==> src/core/ssp_pkg.sv <==
// Constants, field layouts and carrier types for the serial programming block.
// How it works
// - Three wires: shift clock, strobe, data.
// - Words are 24 bits with address bits.
// - Strobe high freezes the shift register.
// - Strobe decodes address, loads working or staging.
// - DAC bits staged until main word latches.
// - Power state is pin XOR software bit.
// - Dividers resynchronised when leaving power-down.
// - Lock output is main AND auxiliary lock.
// - Lock means phase error under one period.
// - One synthesizer off: other alone sets lock.
// - Both synthesizers off: lock output is 0.
// - Scale bit picks high or low currents.
// - Disable bit turns off integral pump only.
// - Aux pump from aux detector, main from main.
// - Main word: address, modulus, increment, ratio, spares.
// - Modulus select: 1 is mod 5, 0 mod 8.
package ssp_pkg;

  localparam int WORD_W = 24;

  // Word bit 23 is the last bit shifted in.
  localparam int ADDR_HI = 23;
  localparam int ADDR_LO = 22;

  localparam logic [1:0] ADDR_MAIN = 2'h0;
  localparam logic [1:0] ADDR_REF = 2'h1;
  localparam logic [1:0] ADDR_AUX = 2'h2;
  localparam logic [1:0] ADDR_TEST = 2'h3;

  // Main-divider word fields.
  localparam int A_FM = 21;
  localparam int A_NF_HI = 20;
  localparam int A_NF_LO = 18;
  localparam int A_N_HI = 17;
  localparam int A_N_LO = 2;
  localparam int A_SPARE_A = 1;
  localparam int A_SPARE_B = 0;

  // Reference/power/DAC word fields.
  localparam int B_R_HI = 21;
  localparam int B_R_LO = 12;
  localparam int B_L_HI = 11;
  localparam int B_L_LO = 10;
  localparam int B_PD_MAIN = 9;
  localparam int B_PD_AUX = 8;
  localparam int B_FC_HI = 7;
  localparam int B_FC_LO = 0;

  // Auxiliary word fields.
  localparam int C_A_HI = 21;
  localparam int C_A_LO = 8;
  localparam int C_CP1 = 7;
  localparam int C_CP0 = 6;
  localparam int C_SM_HI = 5;
  localparam int C_SM_LO = 3;
  localparam int C_SA_HI = 2;
  localparam int C_SA_LO = 0;

  // Values after reset.
  localparam logic RST_FM = 1'h0;
  localparam logic [2:0] RST_NF = 3'h2;
  localparam logic [15:0] RST_N = 16'h2230;
  localparam logic [9:0] RST_R = 10'h051;
  localparam logic [1:0] RST_LOCK_MODE = 2'h0;
  localparam logic RST_PD_MAIN = 1'h1;
  localparam logic RST_PD_AUX = 1'h1;
  localparam logic [7:0] RST_FC = 8'h50;
  localparam logic [13:0] RST_A = 14'h01CA;
  localparam logic RST_CP1 = 1'h1;
  localparam logic RST_CP0 = 1'h1;
  localparam logic [2:0] RST_SM = 3'h0;
  localparam logic [2:0] RST_SA = 3'h0;

  // Accumulator moduli.
  localparam logic [3:0] MOD_FIVE = 4'h5;
  localparam logic [3:0] MOD_EIGHT = 4'h8;

  // Pump current multiples of the bias current, in half units.
  localparam logic [7:0] GAIN_AUX_HI = 8'h03;
  localparam logic [7:0] GAIN_AUX_LO = 8'h01;
  localparam logic [7:0] GAIN_PROP_HI = 8'h06;
  localparam logic [7:0] GAIN_PROP_LO = 8'h02;
  localparam logic [7:0] GAIN_SU_HI = 8'h1E;
  localparam logic [7:0] GAIN_SU_LO = 8'h0A;
  localparam logic [7:0] GAIN_INT_HI = 8'h48;
  localparam logic [7:0] GAIN_INT_LO = 8'h18;
  localparam logic [7:0] GAIN_OFF = 8'h00;

  typedef struct packed {
    logic up;
    logic dn;
  } ssp_pump_s;

  typedef struct packed {
    logic [7:0] aux;
    logic [7:0] prop;
    logic [7:0] speedup;
    logic [7:0] integral;
  } ssp_gain_s;

endpackage : ssp_pkg

==> src/core/ssp_power_lock.sv <==
// Power state, divider resynchronisation and combined lock detection.
`timescale 1ns/1ps
module ssp_power_lock
  import ssp_pkg::*;
(
  input wire logic ref_clk,
  input wire logic rst_n,
  input wire logic hw_power_pin,
  input wire logic sw_power_bit_main,
  input wire logic sw_power_bit_aux,
  input wire logic main_pd_locked,
  input wire logic aux_pd_locked,
  output logic main_on,
  output logic aux_on,
  output logic divider_resync,
  output logic lock_out
);

  logic next_main_on;
  logic next_aux_on;
  logic next_lock;

  assign next_main_on = hw_power_pin ^ sw_power_bit_main;
  assign next_aux_on = hw_power_pin ^ sw_power_bit_aux;

  assign next_lock = (next_main_on | next_aux_on) & (~next_main_on | main_pd_locked) &
                     (~next_aux_on | aux_pd_locked);

  always_ff @(posedge ref_clk) begin
    if (!rst_n) begin
      main_on <= 1'h0;
      aux_on <= 1'h0;
    end else begin
      main_on <= next_main_on;
      aux_on <= next_aux_on;
    end
  end

  always_ff @(posedge ref_clk) begin
    if (!rst_n) begin
      divider_resync <= 1'h0;
    end else begin
      divider_resync <= (next_main_on & ~main_on) | (next_aux_on & ~aux_on);
    end
  end

  always_ff @(posedge ref_clk) begin
    if (!rst_n) begin
      lock_out <= 1'h0;
    end else begin
      lock_out <= next_lock;
    end
  end

endmodule : ssp_power_lock

==> src/core/ssp_top.sv <==
// Serial programming receiver, word registers and pump control for the synthesizer.
`timescale 1ns/1ps
module ssp_top
  import ssp_pkg::*;
(
  input wire logic ref_clk,
  input wire logic rst_n,
  input wire logic ser_clk,
  input wire logic ser_strobe,
  input wire logic ser_data,
  input wire logic hw_power_pin,
  input wire logic main_pd_locked,
  input wire logic aux_pd_locked,
  input wire ssp_pump_s main_pd,
  input wire ssp_pump_s aux_pd,
  output logic lock_out,
  output logic main_on,
  output logic aux_on,
  output logic divider_resync,
  output logic modulus_select,
  output logic [3:0] accum_modulus,
  output logic [2:0] frac_increment,
  output logic [15:0] main_ratio,
  output logic spare_bit_a,
  output logic spare_bit_b,
  output logic main_load,
  output logic [7:0] comp_dac,
  output logic [9:0] ref_ratio,
  output logic [1:0] lock_mode,
  output logic [13:0] aux_ratio,
  output logic integral_disable_code_bit,
  output logic current_scale_code_bit,
  output logic [2:0] main_cmp_sel,
  output logic [2:0] aux_cmp_sel,
  output ssp_gain_s pump_gain,
  output ssp_pump_s aux_pump_out,
  output ssp_pump_s main_prop_pump_out,
  output ssp_pump_s main_integral_pump_out
);

  ////////////////////////////////////////////////////////////////////////////
  // Serial input.

  logic [WORD_W-1:0] shift_reg;
  logic ser_clk_q;
  logic strobe_q;
  logic ser_rise;
  logic strobe_rise;
  logic [1:0] word_addr;
  logic sw_power_bit_main;
  logic sw_power_bit_aux;
  logic [7:0] comp_dac_stage;

  assign ser_rise = ser_clk & ~ser_clk_q;
  assign strobe_rise = ser_strobe & ~strobe_q;
  assign word_addr = shift_reg[ADDR_HI:ADDR_LO];

  always_ff @(posedge ref_clk) begin
    if (!rst_n) begin
      ser_clk_q <= 1'h0;
      strobe_q <= 1'h0;
    end else begin
      ser_clk_q <= ser_clk;
      strobe_q <= ser_strobe;
    end
  end

  // The first bit in ends at bit 0, so the last two in sit on top as the address.
  always_ff @(posedge ref_clk) begin
    if (!rst_n) begin
      shift_reg <= '0;
    end else if (ser_rise && !ser_strobe) begin
      shift_reg <= {ser_data, shift_reg[WORD_W-1:1]};
    end
  end

  ////////////////////////////////////////////////////////////////////////////
  // Word decode and registers.

  always_ff @(posedge ref_clk) begin
    if (!rst_n) begin
      modulus_select <= RST_FM;
      frac_increment <= RST_NF;
      main_ratio <= RST_N;
      spare_bit_a <= 1'h0;
      spare_bit_b <= 1'h0;
      comp_dac <= RST_FC;
    end else if (strobe_rise && word_addr == ADDR_MAIN) begin
      modulus_select <= shift_reg[A_FM];
      frac_increment <= shift_reg[A_NF_HI:A_NF_LO];
      main_ratio <= shift_reg[A_N_HI:A_N_LO];
      spare_bit_a <= shift_reg[A_SPARE_A];
      spare_bit_b <= shift_reg[A_SPARE_B];
      comp_dac <= comp_dac_stage;
    end
  end

  always_ff @(posedge ref_clk) begin
    if (!rst_n) begin
      main_load <= 1'h0;
    end else begin
      main_load <= strobe_rise && word_addr == ADDR_MAIN;
    end
  end

  always_ff @(posedge ref_clk) begin
    if (!rst_n) begin
      ref_ratio <= RST_R;
      lock_mode <= RST_LOCK_MODE;
    end else if (strobe_rise && word_addr == ADDR_REF) begin
      ref_ratio <= shift_reg[B_R_HI:B_R_LO];
      lock_mode <= shift_reg[B_L_HI:B_L_LO];
    end
  end

  always_ff @(posedge ref_clk) begin
    if (!rst_n) begin
      sw_power_bit_main <= RST_PD_MAIN;
      sw_power_bit_aux <= RST_PD_AUX;
    end else if (strobe_rise && word_addr == ADDR_REF) begin
      sw_power_bit_main <= shift_reg[B_PD_MAIN];
      sw_power_bit_aux <= shift_reg[B_PD_AUX];
    end
  end

  // DAC bits staged only
  // Only a main word latch reads the stage, so a reference word alone never moves the DAC.
  always_ff @(posedge ref_clk) begin
    if (!rst_n) begin
      comp_dac_stage <= RST_FC;
    end else if (strobe_rise && word_addr == ADDR_REF) begin
      comp_dac_stage <= shift_reg[B_FC_HI:B_FC_LO];
    end
  end

  // auxiliary word load
  // The test word address loads nothing, so a stray test write is harmless.
  always_ff @(posedge ref_clk) begin
    if (!rst_n) begin
      aux_ratio <= RST_A;
      integral_disable_code_bit <= RST_CP1;
      current_scale_code_bit <= RST_CP0;
      main_cmp_sel <= RST_SM;
      aux_cmp_sel <= RST_SA;
    end else if (strobe_rise && word_addr == ADDR_AUX) begin
      aux_ratio <= shift_reg[C_A_HI:C_A_LO];
      integral_disable_code_bit <= shift_reg[C_CP1];
      current_scale_code_bit <= shift_reg[C_CP0];
      main_cmp_sel <= shift_reg[C_SM_HI:C_SM_LO];
      aux_cmp_sel <= shift_reg[C_SA_HI:C_SA_LO];
    end
  end

  assign accum_modulus = modulus_select ? MOD_FIVE : MOD_EIGHT;

  ////////////////////////////////////////////////////////////////////////////
  // Power and lock.

  ssp_power_lock u_power_lock (
    .ref_clk(ref_clk),
    .rst_n(rst_n),
    .hw_power_pin(hw_power_pin),
    .sw_power_bit_main(sw_power_bit_main),
    .sw_power_bit_aux(sw_power_bit_aux),
    .main_pd_locked(main_pd_locked),
    .aux_pd_locked(aux_pd_locked),
    .main_on(main_on),
    .aux_on(aux_on),
    .divider_resync(divider_resync),
    .lock_out(lock_out)
  );

  ////////////////////////////////////////////////////////////////////////////
  // Charge pump control.

  always_ff @(posedge ref_clk) begin
    if (!rst_n) begin
      pump_gain <= '0;
    end else begin
      pump_gain.aux <= current_scale_code_bit ? GAIN_AUX_LO : GAIN_AUX_HI;
      pump_gain.prop <= current_scale_code_bit ? GAIN_PROP_LO : GAIN_PROP_HI;
      pump_gain.speedup <= current_scale_code_bit ? GAIN_SU_LO : GAIN_SU_HI;
      pump_gain.integral <= integral_disable_code_bit ? GAIN_OFF :
                            (current_scale_code_bit ? GAIN_INT_LO : GAIN_INT_HI);
    end
  end

  // Pumps of a powered-down synthesizer stay idle so they cannot disturb the loop.
  // aux detector drives
  always_ff @(posedge ref_clk) begin
    if (!rst_n) begin
      aux_pump_out <= '0;
    end else begin
      aux_pump_out <= aux_on ? aux_pd : '0;
    end
  end

  always_ff @(posedge ref_clk) begin
    if (!rst_n) begin
      main_prop_pump_out <= '0;
    end else begin
      main_prop_pump_out <= main_on ? main_pd : '0;
    end
  end

  always_ff @(posedge ref_clk) begin
    if (!rst_n) begin
      main_integral_pump_out <= '0;
    end else begin
      main_integral_pump_out <= (main_on && !integral_disable_code_bit) ? main_pd : '0;
    end
  end

endmodule : ssp_top

==> config.mk <==
export PLATFORM = sky130hd
export DESIGN_NAME = ssp_top
export DESIGN_NICKNAME = d
export VERILOG_FILES = /design/src/core/ssp_pkg.sv /design/src/core/ssp_power_lock.sv /design/src/core/ssp_top.sv
export SDC_FILE = /design/constraint.sdc
export NUM_CORES = 1
export LEC_CHECK = 0
export BUFFER_PORTS_ARGS = -buffer_cell sky130_fd_sc_hd__buf_2
export CAP_MARGIN = 20
export CORE_MARGIN = 2
export CORE_UTILIZATION = 52
export DETAILED_ROUTE_END_ITERATION = 8
export PLACE_DENSITY_LB_ADDON = 0.3
export SETUP_SLACK_MARGIN = 0.1
export SLEW_MARGIN = 10
export SYNTH_ARGS = -nofsm -noshare
export SYNTH_HDL_FRONTEND = slang
export SYNTH_HIERARCHICAL = 1
export SYNTH_SLANG_ARGS = --single-unit
export TNS_END_PERCENT = 5
==> constraint.sdc <==
create_clock -name ref_clk -period 1.5 [get_ports ref_clk]
set_clock_uncertainty 0.05 [all_clocks]
set_input_delay 0.3 -clock ref_clk [delete_from_list [all_inputs] [get_ports ref_clk]]
set_output_delay 0.3 -clock ref_clk [all_outputs]
set_load 0.005 [all_outputs]
* After elaboration in Yosys (flattened, before gate mapping)
Index checks and enable logic that the tools add are counted.
** Operators by class
- Equality and inequality tests :: 2
- Muxes and demuxes :: 5
- Bitwise operators :: 19
- Reduce and logical (&&, ||, !) cells :: 12
** Operators by type and width (count)
- $mux 7 :: 1
- $not 1->1 :: 7
- $and 1x1->1 :: 6
- $reduce_and 2->1 :: 3
- $logic_and 1x1->1 :: 5
- $mux 5 :: 1
- $mux 4 :: 1
- $or 1x1->1 :: 4
- $mux 3 :: 1
- $eq 2x1->1 const B :: 1
- $eq 2x2->1 const B :: 1
- $logic_not 1->1 :: 2
- $logic_not 2->1 :: 1
- $mux 2 :: 1
- $reduce_or 2->1 :: 1
- $xor 1x1->1 :: 2
** Word-level totals
- Register bits :: 143
- Word-level logic and storage cells :: 72

* Depth between registers and ports, before layout
- Word-level depth :: 5
- Gate-level depth with buffers :: 5
- Mapped depth without buffers :: 3

* Modules after synthesis
Netlist, hierarchy kept.
** By module, submodules not included
- ssp_top :: times used 1, cells each 393, area an instance 4241.6 um^2
- ssp_power_lock :: times used 1, cells each 21, area an instance 220.2 um^2

* Least setup slack after synthesis
Ideal clock, no wire load.
- Path kind :: register to register
- Start point :: reg shift_reg[23]
- End point :: reg frac_increment[2]
- Library setup time :: 72 ps
- Arrival :: 1126 ps
- Path slack :: 253 ps
- Stages on the path, launching flop included :: 4
- Path buffers :: 1
- Clock period less this slack :: 1247 ps
- Path through :: dfxtp_1 -> nor4b_4 -> buf_6 -> mux2i_1
** Between the ends
- Cells in the longest elaborated chain, start to end :: 2
** RTL lines
- start: declaration :: RTL line ssp_top.sv:44 : logic [WORD_W-1:0] shift_reg;
- start signal: assignment :: RTL line ssp_top.sv:73 : shift_reg <= {ser_data, shift_reg[WORD_W-1:1]};
- $logic_not 2->1 :: RTL line ssp_top.sv:88 : end else if (strobe_rise && word_addr == ADDR_MAIN) begin
- $logic_and 1x1->1 :: RTL line ssp_top.sv:88
- end signal: assignment :: RTL line ssp_top.sv:90 : frac_increment <= shift_reg[A_NF_HI:A_NF_LO];
- end: declaration :: RTL line ssp_top.sv:22 : output logic [2:0] frac_increment,
No other way between the ends.
A chain may end at the register's enable or synchronous reset.

* Worst setup path in the final report
- Start point :: reg integral_disable_code_bit
- End point :: out integral_disable_code_bit
** RTL lines
- start: declaration :: RTL line ssp_top.sv:31 : output logic integral_disable_code_bit,
- start signal: assignment :: RTL line ssp_top.sv:147 : integral_disable_code_bit <= shift_reg[C_CP1];
No word-level cell between the ends.

==> impl_metrics.tcl <==
set metrics [dict create \
    required_ns 1.15 \
    initial_core_util 0.5403 \
    worstPathMaxFanout 4 \
    r2r-start "shift_reg[23]$_SDFFE_PN0P_" \
    fin_nets 534 \
    timing.rr.end "comp_dac[4]$_SDFFE_PN1P_" \
    final_cell_count_no_fill 637 \
    core_mm2 0.008258 \
    wl_per_cell_um 13.92 \
    critPathLaunchType "flip-flop" \
    crit_slowest_cell "dfxtp_1" \
    die_x_um 96.63 \
    largest_reg_flops 24 \
    pin_count 123 \
    fmax_ghz 0.7330 \
    syn_to_final_growth_pct 25.49 \
    cts_max_level 4 \
    gr-total-overflow 0 \
    portBuffers 100 \
    die_y_um 96.63 \
    path_delay_family "flip-flops" \
    end_kind "output port" \
    ant_nets 0 \
    r2r_cells 3 \
    rsz0062_at_grt "yes" \
    rrSetupSlack_ns 0.14 \
    hold_class "input port to flip-flop" \
    grt_pass1_vias 2950 \
    final.setup.tns_ns 0 \
    clockRootBuffer "clkbuf_8" \
    slew_viol_final 0 \
    multi_input_area_mm2 0.001846 \
    fill_cells 659 \
    post-dp-hpwl_mm 5.968 \
    synth.top_cell.area_share 0.5205 \
    finalHoldViolCount 0 \
    ys_seq_elements 116 \
    drtIter0Drc 95 \
    synth_seq_area_share 0.5205 \
    hold_path.startpoint "ser_strobe" \
    cts.path.max_buffers 2 \
    syn_area_mm2 0.004462 \
    diodes 0 \
    grt_use_total 0.1926 \
    hold_ws_ns 0.07264 \
    clkLatencyLatePin_ns 0.51 \
    holdPathStages 2 \
    grt_pass1_wl_mm 14.39 \
    dpl_cell_area_mm2 0.004947 \
    rows 33 \
    power_w 0.007339 \
    postCtsSetupBuffers 0 \
    drc 0 \
    dieArea_mm2 0.009337 \
    cap_violations 0 \
    dp.cells 601 \
    synth.distinct_cells 25 \
    power.density_mw_per_mm2 1311 \
    worstHoldEndpoint "strobe_q$_SDFF_PN0_" \
    ff_latch_area_mm2 0.002326 \
    cts_buffers 17 \
    cts_tree "yes" \
    path_class "flip-flop to output port" \
    leakage_nw 2.642 \
    postRouteWirelength_mm 8.867 \
    fin_crit_sh 0.9095 \
    setup_viol 0 \
    fin_crit_ns 1.364 \
    clkTransAtPathRegs_ns 0.05 \
    antenna_found_initial 0 \
    vias_per_cell 4.830 \
    synth_area_per_cell_um2 10.78 \
    final_area_mm2 0.005599 \
    ys_warn_count 6 \
    drive_above_1_share 0.2857 \
    ys_top_cells_by_area "dfxtp_1 (52%), mux2i_1 (22%), nand2_1 (6.6%), buf_4 (5.9%), nor2b_1 (5.3%)" \
    crit_chain "buf_2" \
    path_buf_inv 1 \
    synth_cells 414 \
    cts_sinks 116 \
    ir_drop_mv 0.7944 \
    gp_congestion 0.7690 \
    grt_start_max_net_pins 45 \
    max_stage_delay_ns 0.37 \
    worstPathArrival_ns 1.01 \
    num_vias 3077 \
    synth_top_area_cell "dfxtp_1" \
    status "finished, final reports clean" \
    dr.pass1.iters 4 \
]
==> how the worst max path moves through the flow <==
stage | endpoint | start | slack, ns | cells past startpoint
global route | frac_increment[0]$_SDFFE_PN0P_ | shift_reg[23]$_SDFFE_PN0P_ | 0.06 | 3
CTS | accum_modulus[3] | modulus_select$_SDFFE_PN0P_ | 0.09 | 2
detailed placement | comp_dac[5]$_SDFFE_PN0P_ | ser_strobe | 0.11 | 4
floorplan | frac_increment[2]$_SDFFE_PN0P_ | shift_reg[23]$_SDFFE_PN0P_ | 0.25 | 3
finish | integral_disable_code_bit | integral_disable_code_bit$_SDFFE_PN1P_ | 0.14 | 1
global placement | main_ratio[8]$_SDFFE_PN0P_ | ser_strobe | 0.16 | 4
==> cell usage after synthesis (all sizes together) <==
cell type	instances
o211a	1
buf	48
nor2b	39
and4bb	2
o311ai	1
dfxtp	116
nor4b	1
o211ai	1
nand2	79
nand3b	1
xor2	2
inv	2
and3	4
o221ai	1
clkbuf	6
nor3b	1
mux2i	98
o21ai	1
o311a	1
and2	6
nand4bb	2
conb	1
==> cells in the final DEF (no fill, tap or decap), types with 3 or more instances in the layout <==
| master | n |
|---|---|
| dfxtp_1 | 113 |
| and2_1 | 6 |
| and3_1 | 4 |
| dlygate4sd3_1 | 7 |
| nand2_1 | 79 |
| nor2b_1 | 38 |
| clkbuf_16 | 16 |
| buf_2 | 99 |
| mux2i_1 | 98 |
| conb_1 | 22 |
| buf_4 | 13 |
| clkbuf_8 | 7 |
| dfxtp_2 | 3 |
==> metrics by stage <==
stage               setup WS [ns]  utilization
finish                     0.1358       0.6780
global route              0.05846       0.6780
CTS                       0.08805       0.6773
detailed placement         0.1071       0.5991
global placement           0.1646       0.5991
floorplan                  0.2527            -
==> power breakdown <==
| group | leakage (nW) | internal, W | switching [W] |
|---|---|---|---|
| logic | 1.42 | 0.000166 | 0.000181 |
| clock network | 0.286 | 0.00259 | 0.00125 |
| registers | 0.940 | 0.00313 | 0.0000250 |
==> repair_timing <==
item | 4_1_cts | 5_1_grt
endpoints found under the hold margin | 7 | 0
setup endpoints to repair | 3 | 23
pin swaps | 0 | 0
hold buffers | 7 | 0
gates resized for setup | 1 | 3
==> layout make-up <==
cell class	count	area share
Multi-Input combinational cell	263	0.3296
Timing Repair Buffer	122	0.1276
Tap cell	105	0.02346
Sequential cell	116	0.4154
Clock inverter	4	0.01251
Inverter	2	0.001341
Clock buffer	25	0.09006
==> layer usage <==
| metal | part of all wire | vias to the layer above | GRT usage |
|---|---|---|---|
| met3 | 0.052 | 10 | 0.07081 |
| met4 | 0.015 | 0 | 0.07151 |
| met2 | 0.49 | 87 | 0.3162 |
| met1 | 0.44 | 1442 | 0.2313 |
| li1 | - | 1538 | - |
| met5 | 0 | - | 0 |
==> kinds of logic (layout without fill, tap and decap cells) <==
group | after synthesis | count (layout) | synth area share
AO/OA/AOI/OAI | 6 | 6 | 0.01290
XOR/XNOR | 2 | 2 | 0.003927
buffers and inverters | 56 | 153 | 0.08581
flip-flops | 116 | 116 | 0.5205
multiplexers | 98 | 98 | 0.2199
other | 1 | 22 | 0.0008405
AND/OR/NAND/NOR | 135 | 135 | 0.1562
Power figures use the tool's default switching activity.
